### src/inc/plpg_consts.svh
`ifndef PLPG_CONSTS_SVH
`define PLPG_CONSTS_SVH

// System clock rate in Hz
`define PLPG_CLK_HZ 25000000
// One slow tick per millisecond
`define PLPG_TICK_MS 1
// Inactivity relock time in minutes
`define PLPG_RELOCK_MIN 5
// Length of a PASS / Err / End flash in ms
`define PLPG_FLASH_MS 500
// Per-digit offsets of the password encoding
`define PLPG_ENC_KEY 16'h3552
// Value that disables the lock
`define PLPG_PW_NONE 16'h0000
// Highest digit position the cursor may reach (hundreds)
`define PLPG_CUR_MAX 2'h2

`endif

### src/inc/plpg_pkg.sv
package plpg_pkg;

   // Keypad presses, one-cycle pulses
   typedef struct packed {
      logic fn;
      logic up;
      logic down;
      logic left;
      logic right;
      logic enter;
   } plpg_keys_t;

   // What the display shows
   typedef enum logic [5:0] {
      DM_FUNC = 6'h01,
      DM_CODE = 6'h02,
      DM_ENTRY = 6'h04,
      DM_PASS = 6'h08,
      DM_ERR = 6'h10,
      DM_END = 6'h20
   } plpg_dmode_t;

   typedef struct packed {
      plpg_dmode_t mode;
      logic [15:0] digits;
   } plpg_disp_t;

endpackage

### src/hdl/plpg_guard.sv
`timescale 1ns/1ps
`include "plpg_consts.svh"

// Operation
// - Writing nonzero to password_function enables the lock and stores that password.
// - While locked, all settings including the password are refused until unlock.
// - Confirm of a changed setting while locked does not write it and shows Err.
// - Opening shows encoded password; first arrow shows 0000, then entered digits.
// - Confirm with matching entry shows PASS and unlocks editing.
// - Unlock window is 5 minutes, restarted by every key press.
// - After 5 idle minutes the lock returns with the stored password.
// - Writing 0 while unlocked disables the lock until nonzero is written.
// - Writing a new nonzero value while unlocked replaces the password.
// - Stored password only shown encoded; zero password reads 3552.
// - Entries limited to 0000..0999, digit by digit with arrow keys.
// - After storing, End flashes, then the function number returns.
// - Confirm with wrong entry flashes Err and stays locked.
// - Factory default restore leaves password and lock state alone.
// - Out of reset the password is zero and the lock disabled.
module plpg_guard #(
   parameter int TICK_CYC = `PLPG_CLK_HZ / 1000 * `PLPG_TICK_MS,
   parameter int RELOCK_MS = `PLPG_RELOCK_MIN * 60000,
   parameter int FLASH_MS = `PLPG_FLASH_MS
) (
   // Clock and reset
   input wire logic clk,
   input wire logic rst_n,
   input wire logic ce,
   // Keypad and menu
   input plpg_pkg::plpg_keys_t keys,
   input wire logic in_pw_func,
   input wire logic store_req,
   input wire logic defaults_req,
   // Parameter store
   output logic store_we,
   output logic defaults_we,
   // Status and display
   output logic lock_en,
   output logic locked,
   output plpg_pkg::plpg_disp_t disp
);
   import plpg_pkg::*;

   localparam int TW = $clog2(TICK_CYC + 1);
   localparam int MW = $clog2(RELOCK_MS + FLASH_MS + 1);

   logic [15:0] pw, next_pw;
   logic [15:0] entry, next_entry;
   logic [15:0] enc;
   logic [1:0] cursor, next_cursor;
   logic entering, next_entering;
   logic open_d, next_open_d;
   logic [TW-1:0] tick_cnt, next_tick_cnt;
   logic [MW-1:0] idle_ms, next_idle_ms;
   logic [MW-1:0] flash_ms, next_flash_ms;
   logic next_lock_en, next_locked, next_store_we, next_defaults_we;
   plpg_dmode_t mode, next_mode;
   logic [15:0] next_digits;
   plpg_disp_t next_disp;
   logic any_key, arrow, tick_last, flashing, relock_due;

   // Digit-wise encoding of the stored password
   genvar gi;
   generate
      for (gi = 0; gi < 4; gi++) begin : g_enc
         logic [4:0] sum;
         assign sum = {1'b0, pw[gi*4 +: 4]} + {1'b0, 4'(`PLPG_ENC_KEY >> (gi*4))};
         assign enc[gi*4 +: 4] = (sum >= 5'h0a) ? 4'(sum - 5'h0a) : sum[3:0];
      end
   endgenerate

   function automatic logic [3:0] bump(input logic [3:0] d, input logic up);
      if (up) begin
         bump = (d == 4'h9) ? 4'h0 : d + 4'h1;
      end else begin
         bump = (d == 4'h0) ? 4'h9 : d - 4'h1;
      end
   endfunction

   assign any_key = |keys;
   assign arrow = keys.up | keys.down | keys.left | keys.right;
   assign tick_last = (tick_cnt == TW'(TICK_CYC - 1));
   assign flashing = (mode == DM_PASS) || (mode == DM_ERR) || (mode == DM_END);
   assign relock_due = locked == 1'b0 && lock_en && tick_last && !any_key
      && idle_ms == MW'(RELOCK_MS - 1);

   always_comb begin
      next_pw = pw;
      next_entry = entry;
      next_cursor = cursor;
      next_entering = entering;
      next_open_d = open_d;
      next_tick_cnt = tick_cnt;
      next_idle_ms = idle_ms;
      next_flash_ms = flash_ms;
      next_lock_en = lock_en;
      next_locked = locked;
      next_mode = mode;
      // Pulses hold with everything else while frozen
      next_store_we = store_we;
      next_defaults_we = defaults_we;
      if (ce) begin
         next_store_we = 1'b0;
         next_defaults_we = 1'b0;
         next_open_d = in_pw_func;
         next_tick_cnt = tick_last ? '0 : tick_cnt + TW'(1);
         // Inactivity window
         if (any_key || !lock_en || locked) begin
            next_idle_ms = '0;
         end else if (tick_last) begin
            next_idle_ms = idle_ms + MW'(1);
         end
         if (relock_due) begin
            next_locked = 1'b1;
            next_idle_ms = '0;
         end
         // Flash timing
         if (flashing && tick_last) begin
            if (flash_ms == MW'(FLASH_MS - 1)) begin
               next_mode = DM_FUNC;
               next_flash_ms = '0;
            end else begin
               next_flash_ms = flash_ms + MW'(1);
            end
         end
         if (!in_pw_func && !flashing) begin
            next_mode = DM_FUNC;
            next_entering = 1'b0;
         end
         if (in_pw_func && !open_d) begin
            next_mode = DM_CODE;
            next_entering = 1'b0;
         end
         // Digit entry
         if (in_pw_func && open_d && !flashing && arrow) begin
            if (!entering) begin
               next_entering = 1'b1;
               next_entry = '0;
               next_cursor = '0;
               next_mode = DM_ENTRY;
            end else if (keys.left) begin
               if (cursor != `PLPG_CUR_MAX) next_cursor = cursor + 2'h1;
            end else if (keys.right) begin
               if (cursor != 2'h0) next_cursor = cursor - 2'h1;
            end else begin
               next_entry[cursor*4 +: 4] = bump(entry[cursor*4 +: 4], keys.up);
            end
         end
         // Confirm at the password function
         if (in_pw_func && open_d && !flashing && keys.enter && entering) begin
            next_entering = 1'b0;
            next_flash_ms = '0;
            if (locked) begin
               if (entry == pw) begin
                  next_locked = 1'b0;
                  next_mode = DM_PASS;
               end else begin
                  next_mode = DM_ERR;
               end
            end else if (entry == `PLPG_PW_NONE) begin
               next_lock_en = 1'b0;
               next_mode = DM_END;
            end else begin
               next_pw = entry;
               next_lock_en = 1'b1;
               next_locked = !lock_en;
               next_mode = DM_END;
            end
         end
         // Stores to other functions
         if (store_req || defaults_req) begin
            if (locked) begin
               next_mode = DM_ERR;
               next_flash_ms = '0;
            end else begin
               next_store_we = store_req;
               next_defaults_we = defaults_req;
            end
         end
      end
      unique case (next_mode)
         DM_CODE: next_digits = enc;
         DM_ENTRY: next_digits = next_entry;
         DM_FUNC, DM_PASS, DM_ERR, DM_END: next_digits = '0;
         default: next_digits = '0;
      endcase
      next_disp = disp;
      if (ce) begin
         next_disp = '{mode: next_mode, digits: next_digits};
      end
   end

   always_ff @(posedge clk or negedge rst_n) begin
      if (!rst_n) begin
         pw <= `PLPG_PW_NONE;
         lock_en <= 1'b0;
         locked <= 1'b0;
         entry <= '0;
         cursor <= '0;
         entering <= 1'b0;
         open_d <= 1'b0;
         tick_cnt <= '0;
         idle_ms <= '0;
         flash_ms <= '0;
         mode <= DM_FUNC;
         store_we <= 1'b0;
         defaults_we <= 1'b0;
         disp <= '{mode: DM_FUNC, digits: 16'h0000};
      end else begin
         pw <= next_pw;
         lock_en <= next_lock_en;
         locked <= next_locked;
         entry <= next_entry;
         cursor <= next_cursor;
         entering <= next_entering;
         open_d <= next_open_d;
         tick_cnt <= next_tick_cnt;
         idle_ms <= next_idle_ms;
         flash_ms <= next_flash_ms;
         mode <= next_mode;
         store_we <= next_store_we;
         defaults_we <= next_defaults_we;
         disp <= next_disp;
      end
   end

   logic cfm;
   assign cfm = ce && in_pw_func && open_d && !flashing && keys.enter && entering;
endmodule // plpg_guard

### config.mk
export PLATFORM = sky130hd
export DESIGN_NAME = plpg_guard
export DESIGN_NICKNAME = d
export VERILOG_FILES = /design/src/inc/plpg_pkg.sv /design/src/hdl/plpg_guard.sv
export VERILOG_INCLUDE_DIRS = /design/src /design/src/inc
export SDC_FILE = /design/constraint.sdc
export NUM_CORES = 1
export LEC_CHECK = 0
export BUFFER_PORTS_ARGS = -buffer_cell sky130_fd_sc_hd__buf_4
export CORE_ASPECT_RATIO = 0.8
export CORE_UTILIZATION = 50
export DETAILED_ROUTE_END_ITERATION = 12
export GPL_ROUTABILITY_DRIVEN = 0
export GPL_TIMING_DRIVEN = 0
export PLACE_DENSITY = 0.67
export SETUP_SLACK_MARGIN = 0.1
export SYNTH_ARGS = -nofsm -noshare
export SYNTH_HDL_FRONTEND = slang
export SYNTH_SLANG_ARGS = --single-unit
### constraint.sdc
create_clock -name clk -period 5.65 [get_ports clk]
set_input_delay 0.565 -clock clk [delete_from_list [all_inputs] [get_ports clk]]
set_output_delay 0.565 -clock clk [all_outputs]
set_load 0.05 [all_outputs]
After elaboration in Yosys (flattened, before gate mapping)
Index checks and enable logic that the tools add are counted.

word-level totals
  register bits after elaboration = 121
  output and inout port bits = 26
  logic and storage cells = 148
  bits of input ports = 12

cells by class
  multiplexer cells = 60
  shift operators = 3
  $lt $le $gt $ge = 4
  reduce and logical (&&, ||, !) cells = 31
  add/subtract/negate cells = 16
  equality and inequality tests = 14
  bitwise gates (word level) = 5

operators by type and width
  operator                                                                 number
  19-bit 2-to-1 mux                                                        8
  16-bit 2-to-1 mux                                                        5
  6-bit 2-to-1 mux                                                         11
  4-bit 2-to-1 mux                                                         12
  19-bit by 1-bit adder with 19-bit output, second input constant          2
  4-bit negation with 34-bit output                                        1
  4-bit by 34-bit variable shift with 16-bit output, first input constant  1
  4-bit by 34-bit indexed part select with 16-bit output                   1
  16-bit one-hot mux with 2 select lines                                   1
  5-bit by 4-bit >= comparator with 1-bit output, second input constant    4
  19-bit == test, second input constant                                    1
  19-bit by 9-bit == test with 1-bit output, second input constant         1
  16-bit bitwise mux                                                       1
  16-bit == test                                                           1
  16-bit logical NOT                                                       1
  16-bit by 5-bit indexed part select with 4-bit output                    1
  4-bit subtractor, second input constant                                  4
  15-bit by 1-bit adder with 15-bit output, second input constant          1
  15-bit == test, second input constant                                    1
  1-bit 2-to-1 mux                                                         15
  15-bit 2-to-1 mux                                                        1
  1-bit logical AND                                                        12
  4-bit by 2-bit adder with 5-bit output, second input constant            2
  4-bit by 3-bit adder with 5-bit output, second input constant            2
  27 further kinds                                                         43

Depth between registers and ports, before layout
  depth after elaboration = 17
  mapped depth = 12

Worst setup path before layout
Ideal clock, no wire load.

  kind = reg2reg
  start = register cursor[0]
  end = register disp[6] (netlist name)
  library setup time = 0.126 ns
  buffers on the path = 2
  required time = 5.524 ns
  clock period less this slack = 3.118 ns
  data arrival time = 2.992 ns
  setup slack = 2.532 ns
  cell stages (with the launch flop) = 13
  path through = dfrtp_1 clkbuf_1 mux4_2 inv_1 ha_1 clkbuf_1 nand2b_1 a31oi_1 o21a_1 o32ai_1 o21bai_1 a21o_1 a221o_1

between the ends
  longest elaborated chain between the ends = 17
  elaborated cells on any way between the ends = 23
  classes of those cells = add/sub: 3; eq/ne: 1; shift: 3; mux: 15; reduce/logical: 1

ends and longest elaborated chain
  item                                                                 RTL line                            text
  from (decl)                                                          plpg_guard.sv:50                    logic [1:0] cursor, next_cursor;
  from (signal assigned)                                               plpg_guard.sv:214                   cursor <= next_cursor;
  16-bit by 5-bit indexed part select with 4-bit output                plpg_guard.sv:146                   next_entry[cursor*4 +: 4] = bump(entry[cursor*4 +: 4], keys.up);
  4-bit by 1-bit subtractor with 4-bit output (tied with other cells)  plpg_guard.sv:76                    bump = (d == 4'h0) ? 4'h9 : d - 4'h1;
  4-bit 2-to-1 mux (on tied branches)                                  plpg_guard.sv:76, plpg_guard.sv:74
  4-bit 2-to-1 mux                                                     plpg_guard.sv:73                    if (up) begin
  4-bit 2-to-1 mux                                                     plpg_guard.sv:143                   end else if (keys.right) begin
  4-bit 2-to-1 mux                                                     plpg_guard.sv:141                   end else if (keys.left) begin
  4-bit 2-to-1 mux                                                     plpg_guard.sv:136                   if (!entering) begin
  4-bit 2-to-1 mux                                                     plpg_guard.sv:135                   if (in_pw_func && open_d && !flashing && arrow) begin
  (+2 left out)                                                        -
  16-bit bitwise mux (*)                                               plpg_guard.sv:146
  16-bit 2-to-1 mux (*)                                                plpg_guard.sv:143
  16-bit 2-to-1 mux (*)                                                plpg_guard.sv:141
  16-bit 2-to-1 mux (*)                                                plpg_guard.sv:136
  16-bit 2-to-1 mux (*)                                                plpg_guard.sv:135
  16-bit 2-to-1 mux (*)                                                plpg_guard.sv:102                   if (ce) begin
  via next_entry[6]                                                    plpg_guard.sv:48                    logic [15:0] entry, next_entry;
  16-bit one-hot mux with 2 select lines (*)                           plpg_guard.sv:181                   unique case (next_mode)
  to (signal assigned)                                                 plpg_guard.sv:208                   disp <= '{mode: DM_FUNC, digits: 16'h0000};
  to (signal assigned)                                                 plpg_guard.sv:223                   disp <= next_disp;
  to (decl)                                                            plpg_guard.sv:40                    output plpg_pkg::plpg_disp_t disp

The timed path passes the listed nets; every way through them passes the cells marked *. The select of a mux whose other input is x is not followed.
A chain may end at the register's enable or synchronous reset.

Final worst setup path
Same ends and word-level chain as after synthesis.

==> key figures <==
STA
  – RSZ-0062 raised after global routing: no
  – Setup violations, final: 0
  – Worst-Margin Slew: roughly 900 ps
  – Fin. max-slew vios: 0
  – Post-layout min period: 3930 ps
  – Rel. slew slack: about 40%
  – Setup TNS: 0 ps
  – Skew final: between 7 and 8 ps
  – Final hold violations: 0
  – F_max: between 0.2 and 0.3 GHz
  – Setup WS post-layout: between 1500 and 2000 ps
  – Period utilization: around 70%
  – Hold Slack: approximately 14 ps

Status
  – Status: complete, but fails checks
  – Failing checks: design-rule violations

Floorplanning
  – Num rows: 39
  – Ports: 38
  – Starting density of the core: between 50 and 60%
  – Core footprint: about 14000 µm²
  – DIE AREA: roughly 15000 µm²
  – Die Height: about 110 µm
  – Die Wd: around 140 µm

Synthesis
  – #FFs+latches synth: 121
  – Number of synthesized flops with an enable pin: 0
  – Top area cells in the synthesized netlist: dfrtp_1 (40%), o21ai_0 (5.6%), nand2_1 (3.8%), ha_1 (3.7%), xnor2_1 (3.2%)
  – Commonest cells in the netlist: dfrtp_1 (119), o21ai_0 (83), nand2_1 (76)
  – Main flop type after synthesis: dfrtp_1
  – Synth top area share: 40.1%
  – Syn Inst Count: 804
  – Cell area after synthesis: 7430 µm²
  – Syn. warnings: 0
  – Count leader, synth: dfrtp_1
  – Post-synth ARST share: 100%
  – Top cell type by total area after synthesis: dfrtp_1
  – Number of library cell types mapped by synthesis: between 70 and 80
  – Syn_nets: about 840
  – Register area share after synthesis: about 40%
  – Syn_area_per_cell: slightly above 9 µm²

Placement
  – Worst slack at placement: between 1500 and 2000 ps
  – Post-DP HPWL: about 15000 µm
  – PortBufs: 36
  – Post-DP Area: ~8000 µm²

Cells and area
  – Final Cell Area: about 8600 µm²
  – Layout cell share with drive strength beyond 1: about 14%
  – Nets: 894
  – # diodes: 0
  – Area Growth Syn to Fin: 15.6%

Routing
  – Routed Antenna Nets: 0
  – Final WL: a little over 20000 µm
  – Metal-1 WL: a little under 10000 µm
  – Top sig layer: met4
  – Iteration-0 DRC Markers: between 600 and 700
  – Total number of vias: a little under 7000
  – DR pass1 iterations: 9
  – Met2 wire len: approximately 8700 µm
  – Wirelength per Cell: just under 20 µm
  – Met3 WL: approximately 1600 µm
  – Via density: roughly 6.4
  – DRC viols: 6

Worst setup path
  – Delay-heaviest family, CP: compound AO/OA/AOI/OAI gates
  – Crit path required time: ~6000 ps
  – Crit path max fanout: 9
  – Worst Path Buf+Inv: 3
  – Crit. End Element: register
  – Most common cell on crit path: clkbuf_1
  – Startpoint types: register
  – Worst Path Arrival: 4220 ps
  – Crit-path max cell delay: between 700 and 800 ps
  – Critical setup path kind: reg -> reg
  – Critical path, cell by cell: clkbuf_1 -> mux4_2 -> inv_1 -> ha_1 -> clkbuf_1 -> nand2b_1 -> a31oi_1 -> o21a_1 -> o32ai_1 -> o21bai_1 -> a21o_1 -> a221o_1
  – Slowest CP cell: o32ai_1

Clock tree
  – Clk buf depth: 2
  – CTS Buf Count: 17
  – CTS sink cnt: 121
  – CTS Root Cell: clkbuf_16
  – CTS tree: done
  – Clock-pin slew on the worst setup and hold paths: around 60 ps
  – Skew-Pair Late Insertion Delay: roughly 420 ps
  – Total setup buffers inserted after CTS: 0
  – Htree depth: 4
  – Resized Gates After CTS: 0
  – Number of hold buffers added after CTS: 0

Global route
  – Global-route wire length before repair: ~33000 µm
  – Global route overflow: 0
  – Initial antenna violation count: 0
  – All-layer global routing usage: between 20% and 30%
  – Number of global-route vias before repair: roughly 6300
  – Largest net degree at the start of global routing: 94

Power and ir drop
  – Max IR drop VDD: 0.000183 V
  – Pwr per Cell Area: 297 nW/µm²
  – Total power draw: 2.55 mW
  – Leakage power: around 3.8 nW

Worst hold path
  – Worst min path class: in -> async

Run
  – Max Cap Violations: 0
==> area by class of cell <==
type	count	area [µm²]
clock inverters	10	140
clock buffers	22	484
multi-input cells	614	4110
plain buffers	39	176
inverters	30	113
repair buffers	37	302
well taps	184	230
flip-flops and latches	121	3030
fillers	1220	5810
==> sequential cells by signal, indices dropped and copies added (netlist names), 2 cells and up <==
signal,count
disp,22
flash_ms,19
idle_ms,19
entry,16
pw,16
tick_cnt,15
mode,6
cursor,2
==> power breakdown <==
group / total [mW] / switching, mW / internal (mW)
Sequential: 0.979 / 0.0587 / 0.920
Clock: 1.15 / 0.405 / 0.741
Combinational: 0.427 / 0.270 / 0.157
Total: 2.55 / 0.734 / 1.82
==> worst register-to-register path: stages (launching register included) <==
cell and delay [ps]:
dfrtp_1 380, clkbuf_1 360, mux4_2 670, inv_1 120
ha_1 140, clkbuf_1 280, nand2b_1 160, a31oi_1 100
o21a_1 120, o32ai_1 770, o21bai_1 160, a21o_1 250
a221o_1 300
==> final timing paths <==
kind / start / end / slack (ps) / depth (start not counted)
setup / recovery: cursor[0] / disp[6] / 1720 / 12
min in group clk: defaults_req / defaults_we / 420 / 3
max in group asynchronous: rst_n / disp[16] / 4860 / 2
hold / removal: rst_n / disp[4] / 10 / 1
hold reg to reg: idle_ms[9] / idle_ms[9] / 480 / 1
setup reg to reg: cursor[0] / disp[6] / 1720 / 12
==> routing by layer <==
metal	vias to the layer above	track usage, %
met3	38	7.21
met2	314	38.8
met1	3325	41.5
met5	-	0
met4	0	9.06
li1	3088	-
==> cell usage in the layout (no fill, tap or decap), types with 7 or more instances in the layout <==
cell type	instances
and3_1	32
nor4_1	11
clkbuf_1	31
xnor2_1	27
a21o_1	8
o21ai_0	83
nor2_1	47
inv_1	30
clkbuf_16	17
a31oi_1	7
a21oi_1	31
dfrtp_1	119
a221o_1	12
ha_1	22
or4_1	7
o31ai_1	16
mux2_2	18
nand3_1	34
mux2i_1	7
nand2_1	76
and2_1	13
buf_4	35
nand2b_1	10
xor2_1	14
a22o_1	7
nor3_1	8
nand4_1	29
==> per-stage QoR <==
stage	instances	util (%)
after global placement	1024	55.1
final	1057	59.7
after CTS	1057	59.7
after detailed placement	1025	55.3
after floorplan	804	-
after global routing	1057	59.7
==> logic make-up after synthesis <==
group | after synthesis | synth area share [%]
simple gates | 308 | 22.6
compound gates | 213 | 19.0
flops | 121 | 40.8
buf+inv | 69 | 3.89
xor+xnor | 41 | 4.83
mux | 30 | 5.19
fa+ha+maj | 22 | 3.70
(Power assumes the default switching activity.)
